## src/xmbi_pkg.sv

```systemverilog
// package of constants and carrier types for the external memory bus block
package xmbi_pkg;

	// ****************************************************************
	// sizes and timing
	// ****************************************************************
	localparam int ADDR_W      = 18;
	localparam int DATA_W      = 8;
	localparam int CLK_MHZ     = 200;
	// address phase and data phase lengths, in ns
	localparam int ADDR_NS     = 10;
	localparam int DATA_NS     = 10;
	localparam int ADDR_CYC    = (ADDR_NS * CLK_MHZ + 999) / 1000;
	localparam int DATA_CYC    = (DATA_NS * CLK_MHZ + 999) / 1000;
	localparam logic [3:0] ADDR_CNT = 4'(ADDR_CYC - 1);
	localparam logic [3:0] DATA_CNT = 4'(DATA_CYC - 1);
	// top of on-chip rom range
	localparam logic [17:0] ROM_TOP = 18'h07fff;
	// values after reset
	localparam logic [7:0]  RST_BYTE   = 8'h00;
	localparam logic [7:0]  RST_UPPER  = 8'hff;
	localparam logic [1:0]  RST_STRAP  = 2'h0;

	// ****************************************************************
	// carriers
	// ****************************************************************
	typedef struct packed {
		logic        fetch;
		logic        write;
		logic [17:0] addr;
		logic [7:0]  wdata;
	} xmbi_req_t;

	typedef struct packed {
		logic       done;
		logic       on_chip;
		logic [7:0] rdata;
	} xmbi_rsp_t;

	typedef struct packed {
		logic       ale;
		logic       rd_n;
		logic       wr_n;
		logic [7:0] upper;
		logic       a16;
		logic       a17;
	} xmbi_pins_t;

endpackage

```

## src/xmbi_sync.sv

```systemverilog
// three-stage synchroniser for one pin input
`timescale 1ns/1ps
module xmbi_sync #(
	parameter logic RST_VAL = 1'b1
) (
	input  wire logic clk_i,
	input  wire logic rst_n_i,
	input  wire logic pin_i,
	output logic      level_o
);
	logic [2:0] stage;
	logic [2:0] next_stage;
	logic       next_level;

	always_comb begin
		next_stage = {stage[1:0], pin_i};
		next_level = level_o;
		// stages two and three agree
		if (stage[2] == stage[1]) begin
			next_level = stage[2];
		end
	end

	always_ff @(posedge clk_i) begin
		if (!rst_n_i) begin
			stage   <= {3{RST_VAL}};
			level_o <= RST_VAL;
		end else begin
			stage   <= next_stage;
			level_o <= next_level;
		end
	end
endmodule // xmbi_sync

```

## src/xmbi_top.sv

```systemverilog
// external memory bus interface: address/data mux, latch strobe, wait, fetch routing
// What this block does
// drive eighteenth address bit when its region enable is set
// drive seventeenth address bit when its region enable is set
// upper address byte on its own port, stable through the cycle
// low address then data multiplexed on one eight-bit two-way port
// latch strobe high at cycle start with low address valid
// board may latch low address with a transparent latch on strobe
// wait input held low stretches the cycle until it returns high
// wait input pulled up so a floating pin reads inactive
// strap low sends every program fetch off chip
// strap high serves fetches inside rom range on chip
// strap captured in reset and held until next reset
// parts without rom have the strap tied low on board
// active-low write strobe qualifies written data
// two region bits are static inputs, each enabling one high bit
// wait input synchronised before it stretches a cycle
`timescale 1ns/1ps
module xmbi_top (
	input  wire logic              clk_i,
	input  wire logic              rst_n_i,
	input  wire xmbi_pkg::xmbi_req_t req_i,
	input  wire logic              req_valid_i,
	output logic                   req_ready_o,
	output xmbi_pkg::xmbi_rsp_t    rsp_o,
	input  wire logic [1:0]        region_cfg_i,
	input  wire logic              ext_access_strap_n_i,
	input  wire logic              async_wait_n_i,
	input  wire logic [7:0]        mux_addr_data_port_i,
	output logic [7:0]             mux_addr_data_port_o,
	output logic                   mux_addr_data_port_oe_n_o,
	output xmbi_pkg::xmbi_pins_t   pins_o
);
	// ****************************************************************
	// state
	// ****************************************************************
	typedef enum logic [1:0] {IDLE, ADDR, DATA, DONE} xmbi_state_t;

	xmbi_state_t          state, next_state;
	logic [3:0]           cnt, next_cnt;
	xmbi_pkg::xmbi_req_t  cur, next_cur;
	xmbi_pkg::xmbi_rsp_t  next_rsp;
	xmbi_pkg::xmbi_pins_t next_pins;
	logic [7:0]           next_ad;
	logic                 next_oe_n;
	logic                 next_ready;
	logic                 strap_ea;
	logic                 next_strap_ea;
	logic                 wait_lvl;
	logic                 strap_lvl;
	logic                 in_reset;

	// pad pull-up modelled by the reset value of the synchroniser
	// pull-up default
	// wait synchroniser
	xmbi_sync #(.RST_VAL(1'b1)) u_wait_sync (
		.clk_i   (clk_i),
		.rst_n_i (rst_n_i),
		.pin_i   (async_wait_n_i),
		.level_o (wait_lvl)
	);

	// strap is a pin too; free running so reset sees a settled level
	// strap synchroniser
	xmbi_sync #(.RST_VAL(1'b1)) u_strap_sync (
		.clk_i   (clk_i),
		.rst_n_i (1'b1),
		.pin_i   (ext_access_strap_n_i),
		.level_o (strap_lvl)
	);

	function automatic logic is_on_chip(input logic ea,
		input xmbi_pkg::xmbi_req_t r);
		// strap low off chip
		// rom range check
		return r.fetch && ea && (r.addr <= xmbi_pkg::ROM_TOP);
	endfunction

	// ****************************************************************
	// strap capture
	// ****************************************************************
	always_comb begin
		next_strap_ea = strap_ea;
		// sample during reset
		if (!rst_n_i) begin
			next_strap_ea = strap_lvl;
		end
	end

	always_ff @(posedge clk_i) begin
		strap_ea <= next_strap_ea;
		in_reset <= !rst_n_i;
	end

	// ****************************************************************
	// bus cycle
	// ****************************************************************
	always_comb begin
		next_state = state;
		next_cnt   = cnt;
		next_cur   = cur;
		next_rsp   = rsp_o;
		next_pins  = pins_o;
		next_ad    = mux_addr_data_port_o;
		next_oe_n  = mux_addr_data_port_oe_n_o;
		next_ready = 1'b0;
		next_rsp.done = 1'b0;
		unique case (state)
			IDLE: begin
				next_ready = !in_reset;
				if (req_valid_i && req_ready_o) begin
					next_cur   = req_i;
					next_ready = 1'b0;
					if (is_on_chip(strap_ea, req_i)) begin
						next_rsp.done    = 1'b1;
						next_rsp.on_chip = 1'b1;
						next_state       = DONE;
					end else begin
						next_rsp.on_chip = 1'b0;
						// upper address out
						next_pins.upper = req_i.addr[15:8];
						// high bit enable
						next_pins.a17 = region_cfg_i[1] & req_i.addr[17];
						// low bit enable
						next_pins.a16 = region_cfg_i[0] & req_i.addr[16];
						// address phase with strobe
						next_ad        = req_i.addr[7:0];
						next_oe_n      = 1'b0;
						next_pins.ale  = 1'b1;
						next_cnt       = xmbi_pkg::ADDR_CNT;
						next_state     = ADDR;
					end
				end
			end
			ADDR: begin
				if (cnt != 4'h0) begin
					next_cnt = cnt - 4'h1;
				end else begin
					next_pins.ale = 1'b0;
					next_cnt      = xmbi_pkg::DATA_CNT;
					// data phase
					if (cur.write) begin
						next_ad        = cur.wdata;
						// write strobe
						next_pins.wr_n = 1'b0;
					end else begin
						next_oe_n      = 1'b1;
						next_pins.rd_n = 1'b0;
					end
					next_state = DATA;
				end
			end
			DATA: begin
				if (cnt != 4'h0) begin
					next_cnt = cnt - 4'h1;
				// stretch while wait low
				end else if (wait_lvl) begin
					next_rsp.rdata = mux_addr_data_port_i;
					next_rsp.done  = 1'b1;
					next_pins.rd_n = 1'b1;
					next_pins.wr_n = 1'b1;
					next_oe_n      = 1'b1;
					next_state     = DONE;
				end
			end
			DONE: begin
				next_ready = 1'b1;
				next_state = IDLE;
			end
		endcase
	end

	always_ff @(posedge clk_i) begin
		if (!rst_n_i) begin
			state                     <= IDLE;
			cnt                       <= 4'h0;
			cur                       <= '0;
			rsp_o                     <= '0;
			req_ready_o               <= 1'b0;
			mux_addr_data_port_o      <= xmbi_pkg::RST_BYTE;
			mux_addr_data_port_oe_n_o <= 1'b1;
			pins_o.ale                <= 1'b0;
			pins_o.rd_n               <= 1'b1;
			pins_o.wr_n               <= 1'b1;
			pins_o.upper              <= xmbi_pkg::RST_UPPER;
			pins_o.a16                <= 1'b0;
			pins_o.a17                <= 1'b0;
		end else begin
			state                     <= next_state;
			cnt                       <= next_cnt;
			cur                       <= next_cur;
			rsp_o                     <= next_rsp;
			req_ready_o               <= next_ready;
			mux_addr_data_port_o      <= next_ad;
			mux_addr_data_port_oe_n_o <= next_oe_n;
			pins_o                    <= next_pins;
		end
	end
endmodule // xmbi_top

```

## config.mk

```make
export PLATFORM = sky130hd
export DESIGN_NAME = xmbi_top
export DESIGN_NICKNAME = d
export VERILOG_FILES = /design/src/xmbi_pkg.sv /design/src/xmbi_sync.sv /design/src/xmbi_top.sv
export SDC_FILE = /design/constraint.sdc
export NUM_CORES = 1
export LEC_CHECK = 0
export BUFFER_PORTS_ARGS = -buffer_cell sky130_fd_sc_hd__buf_2
export CORE_ASPECT_RATIO = 1.5
export CORE_MARGIN = 1
export CORE_UTILIZATION = 45
export DETAILED_ROUTE_END_ITERATION = 8
export PLACE_DENSITY = 0.75
export SLEW_MARGIN = 40
export SYNTH_ARGS = -nofsm -noshare
export SYNTH_HDL_FRONTEND = slang
export SYNTH_HIERARCHICAL = 1
export SYNTH_SLANG_ARGS = --single-unit
```

## constraint.sdc

```tcl
create_clock -name clk_i -period 1.8 [get_ports clk_i]
set_input_delay 0.54 -clock clk_i [delete_from_list [all_inputs] [get_ports clk_i]]
set_output_delay 0.54 -clock clk_i [all_outputs]
set_load 0.02 [all_outputs]
```

==> results of run 1 <==
[worst paths after layout]
check / start / end / slack [ns]
worst max-delay path: state[1]$_SDFFE_PN0P_ / mux_addr_data_port_oe_n_o$_SDFFE_PN1P_ / 0.07
worst min-delay path: async_wait_n_i / u_wait_sync/stage[0]$_SDFF_PN1_ / 0.38
worst min register to register: u_wait_sync/stage[0]$_SDFF_PN1_ / u_wait_sync/stage[1]$_SDFF_PN1_ / 0.41
worst max register to register: state[1]$_SDFFE_PN0P_ / mux_addr_data_port_oe_n_o$_SDFFE_PN1P_ / 0.07
[sequential cells by signal, summed over array words and instances, names as in the netlist]
name	cells
u_strap_sync/stage	3
mux_addr_data_port_o	8
req_ready_o	1
in_reset	1
rsp_o	10
state	2
cnt	4
mux_addr_data_port_oe_n_o	1
cur	9
u_wait_sync/level_o	1
u_wait_sync/stage	3
u_strap_sync/level_o	1
pins_o	13
strap_ea	1
[cells by family after synthesis]
family | count (synthesis) | synth area share, %
other cells | 1 | 0.1572
buf+inv | 20 | 3.568
compound gates | 80 | 22.82
mux | 8 | 3.358
fa+ha+maj | 6 | 3.148
simple gates | 84 | 17.84
flops | 58 | 49.11
[per-layer routing]
layer | up-vias | share of wire [%] | GRT usage [%]
li1 | 1116 | - | -
met1 | 1048 | 42 | 28.21
met2 | 55 | 52 | 39.22
met3 | 14 | 3.5 | 7.123
met4 | 0 | 2.8 | 8.519
met5 | - | 0 | 0
[power groups by stage]
stage	Combinational, mW	Clock (mW)	Sequential [mW]
final	2.00	1.13	1.66
after global routing	2.18	1.21	1.69
after CTS	1.92	1.16	1.66
after detailed placement	1.90	0	1.68
after global placement	1.88	0	1.67
after floorplan	1.05	0	1.89
[cell type report]
class / instances / area share [%]
inverters: 8 / 0.9512
flip-flops and latches: 58 / 37.14
clock buffers: 10 / 4.043
repair buffers: 93 / 16.29
multi-input cells: 182 / 37.14
clock inverters: 5 / 1.744
well taps: 68 / 2.695
[synth_stat cells (2+ instances only)]
master | instances | share of area (%)
o311a_2 | 2 | 0.94
dfxtp_1 | 57 | 48
and3_1 | 2 | 0.52
nand4b_1 | 2 | 0.73
nor4b_1 | 2 | 0.73
o22a_1 | 8 | 2.9
mux2i_1 | 8 | 3.4
nand2b_1 | 8 | 2.1
ha_1 | 6 | 3.1
nor3_1 | 3 | 0.63
o21ai_0 | 9 | 1.9
o22ai_1 | 3 | 0.79
a21oi_1 | 30 | 6.3
o21ai_1 | 2 | 0.42
a41oi_1 | 2 | 0.73
buf_4 | 2 | 0.63
nand3_1 | 3 | 0.63
nor2_1 | 9 | 1.4
inv_1 | 8 | 1.3
a211oi_1 | 9 | 2.8
nand2_1 | 42 | 6.6
clkbuf_1 | 8 | 1.3
buf_2 | 2 | 0.42
a31oi_1 | 2 | 0.52
or2_2 | 2 | 0.52
[through the flow]
step                      std cells  setup slack (ns)  setup TNS, ns  utilization, %
after floorplan                 260           0.04741              0               -
after global placement          409           0.03068              0           57.30
after detailed placement        409          -0.08349        -0.5868           57.30
after CTS                       424           0.01653              0           60.91
after global routing            424         -0.006905      -0.006905           61.60
final                           424           0.07103              0           61.60
[critical path, cell delays in order (launching register included)]
cell	delay [ns]
dfxtp_1	0.36
inv_1	0.09
ha_1	0.25
nor2_1	0.20
o21ai_2	0.09
or4_1	0.50
o211ai_1	0.15
[what timing repair did]
| action | CTS | global route |
|---|---|---|
| buffers inserted | 0 | 0 |
| setup endpoints to repair | 1 | 19 |
| cloned | 0 | 0 |
| hold buffers | 0 | 0 |
| resized for setup | 1 | 9 |
==> results.toml, run 1 <==
[clock_tree]
cts_made_buffers = 9
cts_buffer_depth = 2
clock_latency_ns = 0.34
cts_tree = "built"
htree_levels = 3
clock-sinks = 58
root_buffer = "clkbuf_8"
clk_pin_slew_worst_paths_ns = 0.06

[synth]
ys_ff_latch = 58
netlist_instances = 257
synth_edf_count = 1
ys_warn_count = 6
synth_cell_types = 51
synth_ff_type = "dfxtp_1"
netlist_area_mm2 = 0.002385
async_reset_ff_share_pct = 0
ys_seq_area_share_pct = 49.11
syn_area_per_cell_um2 = 9.279

[finish]
final_cell_area_mm2 = 0.003157
final_common_cell = "buf_2"
regArea_mm2 = 0.001172
layout-drive-gt1-share_pct = 35.67
syn_to_final_growth_pct = 32.37
fillers = 478
layout_common_cells = "75 x buf_2, 56 x dfxtp_1, 42 x nand2_1, 29 x a21oi_1, 17 x buf_4"
final_net_count = 401
antenna_cells = 0
multi_input_comb_area_mm2 = 0.001172

[route]
drc_errors = 0
wirelength_um = 5912
vias = 2233
drtAntennaViolNets = 0
dr.first_iter.drc_count = 72
drt_pass1_iterations = 4
vias_per_cell = 5.267
wl_per_cell_um = 13.94

[grt]
antenna_found_initial = 0
grt_pass1_wl_um = 9867
grt_pass1_vias = 2239
grtUsageTotal_pct = 23.74
grt_max_degree = 20
overflow = 0

[die]
ios = 76
die_x_um = 61.44
start_util_pct = 46.53
die_h_um = 91.16
dieArea_mm2 = 0.005601
core-area_mm2 = 0.005125
row_count = 32

[timing]
rsz0062_at_grt = "true"
setup_viol = 0
clock_skew_ns = 0.007178
slew_viol_final = 0
fin_hold_ws_ns = 0.3824
period_needed_ns = 1.729
hold_viol_final = 0
max_freq_mhz = 578.4
period_share_pct = 96.05

[pwr]
power.switching_mw = 1.776
p_int_mw = 3.011
swShare_pct = 37.10
ir_drop_uv = 827.8
p_clk_share_pct = 23.6
leakage_nw = 1.332
power_mw = 4.788
seq_power_share_pct = 34.7
p_comb_share_pct = 41.7
power.density_mw_per_mm2 = 1517

[min_path]
hold-path-cell-count = 2
hold_path.class = "in -> reg"

[setup_path]
worst_setup_path_end_kind = "flip-flop"
critPathKind = "reg -> reg"
r2r_cells = 6
cp.arrival_ns = 1.99
crit_fanout = 5
cp_data_required_time_ns = 2.06
cp-start-kind = "flip-flop"

[flow_run]
drv_cap = 0

[place]
dp_hpwl_um = 4360
gp_congestion = 0.8922
port_buffers = 75
place_area_mm2 = 0.002937

[run_status]
status = "complete, no violations"
Note: power is estimated with default switching activity, not from simulation.
==> inputs of run 2 (changes only) <==
Settings changed: SKIP_LAST_GASP set to 1.
Clock period 1.8 ns to 1.4 ns, I/O delays scaled along.
==> run 2 against run 1 <==
Compared with the run above:
- the run now ends with negative setup slack left
- critical endpoint is now mux_addr_data_port_o[6]$_SDFFE_PN0P_
- combinational power up 82%
- design area up 17%
- critical path type unchanged
- clock power up 35%
- via count up 8.6%
- worst setup slack worse by 0.30 ns
- clock skew up 0.00060 ns
==> results.toml, run 2 (synthesis gave the netlist of run 1 again) <==
[grt]
grtUsageTotal_pct = 26.44
antenna_found_initial = 0
overflow = 0
grt_pass1_wl_um = 10940
grt_pass1_vias = 2417
grt_max_degree = 30

[route]
vias_per_cell = 5.318
drt_pass1_iterations = 4
dr.first_iter.drc_count = 68
vias = 2425
drc_errors = 0
wirelength_um = 7011
drtAntennaViolNets = 0
wl_per_cell_um = 15.38

[timing]
fin_ws_ns = -0.2338
setup_viol = 36
slew_viol_final = 0
clock_skew_ns = 0.007773
hold_viol_final = 0
fin_hold_ws_ns = 0.2641
max_freq_mhz = 612.1
period_share_pct = 116.7
rsz0062_at_grt = "true"
period_needed_ns = 1.634
setup-tns-final_ns = -3.844

[place]
dp_hpwl_um = 4640
port_buffers = 75
gp_congestion = 0.8471
dpl.cell_count = 435

[clock_tree]
root_buffer = "clkbuf_8"
htree_levels = 3
clk_pin_slew_worst_paths_ns = 0.06
cts_made_buffers = 9
clock-sinks = 58
clock_latency_ns = 0.34
cts_tree = "built"
cts_buffer_depth = 2

[die]
die_x_um = 61.44
row_count = 32
ios = 76
dieArea_mm2 = 0.005601
die_h_um = 91.16
core-area_mm2 = 0.005125
start_util_pct = 46.53

[finish]
fillers = 420
syn_to_final_growth_pct = 55.40
fin_cells = 456
largest_reg_flops = 13
layout_common_cells = "75 x buf_2, 52 x dfxtp_1, 38 x nand2_1, 38 x buf_4, 28 x a21oi_1"
final_net_count = 432
reg_top3 = "pins_o: 13 flops, rsp_o: 10 flops, cur: 9 flops"
multi_input_comb_area_mm2 = 0.001423
layout-drive-gt1-share_pct = 50.77
final_common_cell = "buf_2"
antenna_cells = 0
post-route-util_pct = 72.31
regArea_mm2 = 0.001180
regMostFlops = "pins_o"

[pwr]
ir_drop_uv = 1147
leakage_nw = 1.583
power.density_mw_per_mm2 = 1978
power_mw = 7.331

[setup_path]
cp-start-kind = "flip-flop"
ff2ff_setup_slack_ns = -0.23
critPathKind = "reg -> reg"
cp.arrival_ns = 1.85
critPathLaunch = "state[1]$_SDFFE_PN0P_"
crit_fanout = 6
r2r-start = "state[1]$_SDFFE_PN0P_"
critical_path.endpoint = "mux_addr_data_port_o[6]$_SDFFE_PN0P_"
cp_data_required_time_ns = 1.61
rr_endpoint = "mux_addr_data_port_o[6]$_SDFFE_PN0P_"
worst_setup_path_end_kind = "flip-flop"
r2r_cells = 8

[run_status]
status = "finished, violations left"
violations = "negative setup slack"

[flow_run]
drv_cap = 0

[min_path]
hold_path.class = "in -> reg"
==> run 2: what timing repair did <==
action / in CTS / in global routing
gates cloned: 2 / 0
hold buffers: 0 / 0
endpoints found under the setup margin: 36 / 45
setup buffers: 1 / 4
pin swaps: 12 / 10
resized for setup: 24 / 29
==> run 2: through the flow <==
stage | setup WS, ns | area (um2)
2_1_floorplan | -0.1821 | 2549
3_3_place_gp | -0.2611 | 3292
3_5_place_dp | -0.2887 | 3292
4_1_cts | -0.1817 | 3576
5_1_grt | -0.2995 | 3706
6_report | -0.2338 | 3706
==> run 2: worst min path at each step <==
| stage | startpoint | cells past startpoint | endpoint |
|---|---|---|---|
| 2_1_floorplan | u_strap_sync/stage[0]$_SDFF_PN1_ | 1 | u_strap_sync/stage[1]$_SDFF_PN1_ |
| 3_3_place_gp | u_wait_sync/stage[0]$_SDFF_PN1_ | 1 | u_wait_sync/stage[1]$_SDFF_PN1_ |
| 3_5_place_dp | u_wait_sync/stage[0]$_SDFF_PN1_ | 1 | u_wait_sync/stage[1]$_SDFF_PN1_ |
| 4_1_cts | async_wait_n_i | 2 | u_wait_sync/stage[0]$_SDFF_PN1_ |
| 5_1_grt | ext_access_strap_n_i | 2 | u_strap_sync/stage[0]$_SDFF_PN1_ |
| 6_report | async_wait_n_i | 2 | u_wait_sync/stage[0]$_SDFF_PN1_ |
==> run 2: area by class of cell <==
| type | count | area share (%) |
|---|---|---|
| inverters | 8 | 0.9453 |
| multi-input cells | 184 | 38.39 |
| clock buffers | 11 | 3.815 |
| flip-flops and latches | 58 | 31.84 |
| well taps | 68 | 2.296 |
| repair buffers | 122 | 21.27 |
| clock inverters | 5 | 1.452 |
==> run 2: layer usage <==
layer	track usage, %	wire [um]
met1	29.52	2620
met2	44.38	3867
met3	3.989	209
met4	17.04	313
met5	0	0
==> run 2: critical path, cell delays in order (launching register included) <==
cell	delay, ns
dfxtp_4	0.36
inv_4	0.08
ha_2	0.27
inv_1	0.13
buf_4	0.16
o2bb2ai_4	0.13
buf_12	0.13
a21oi_1	0.18
a211oi_2	0.06
==> run 2: power by group <==
group | internal, mW | switching (mW) | total [mW]
Clock | 0.864 | 0.656 | 1.52
Combinational | 1.75 | 1.89 | 3.64
Sequential | 1.97 | 0.200 | 2.17
Total | 4.58 | 2.75 | 7.33
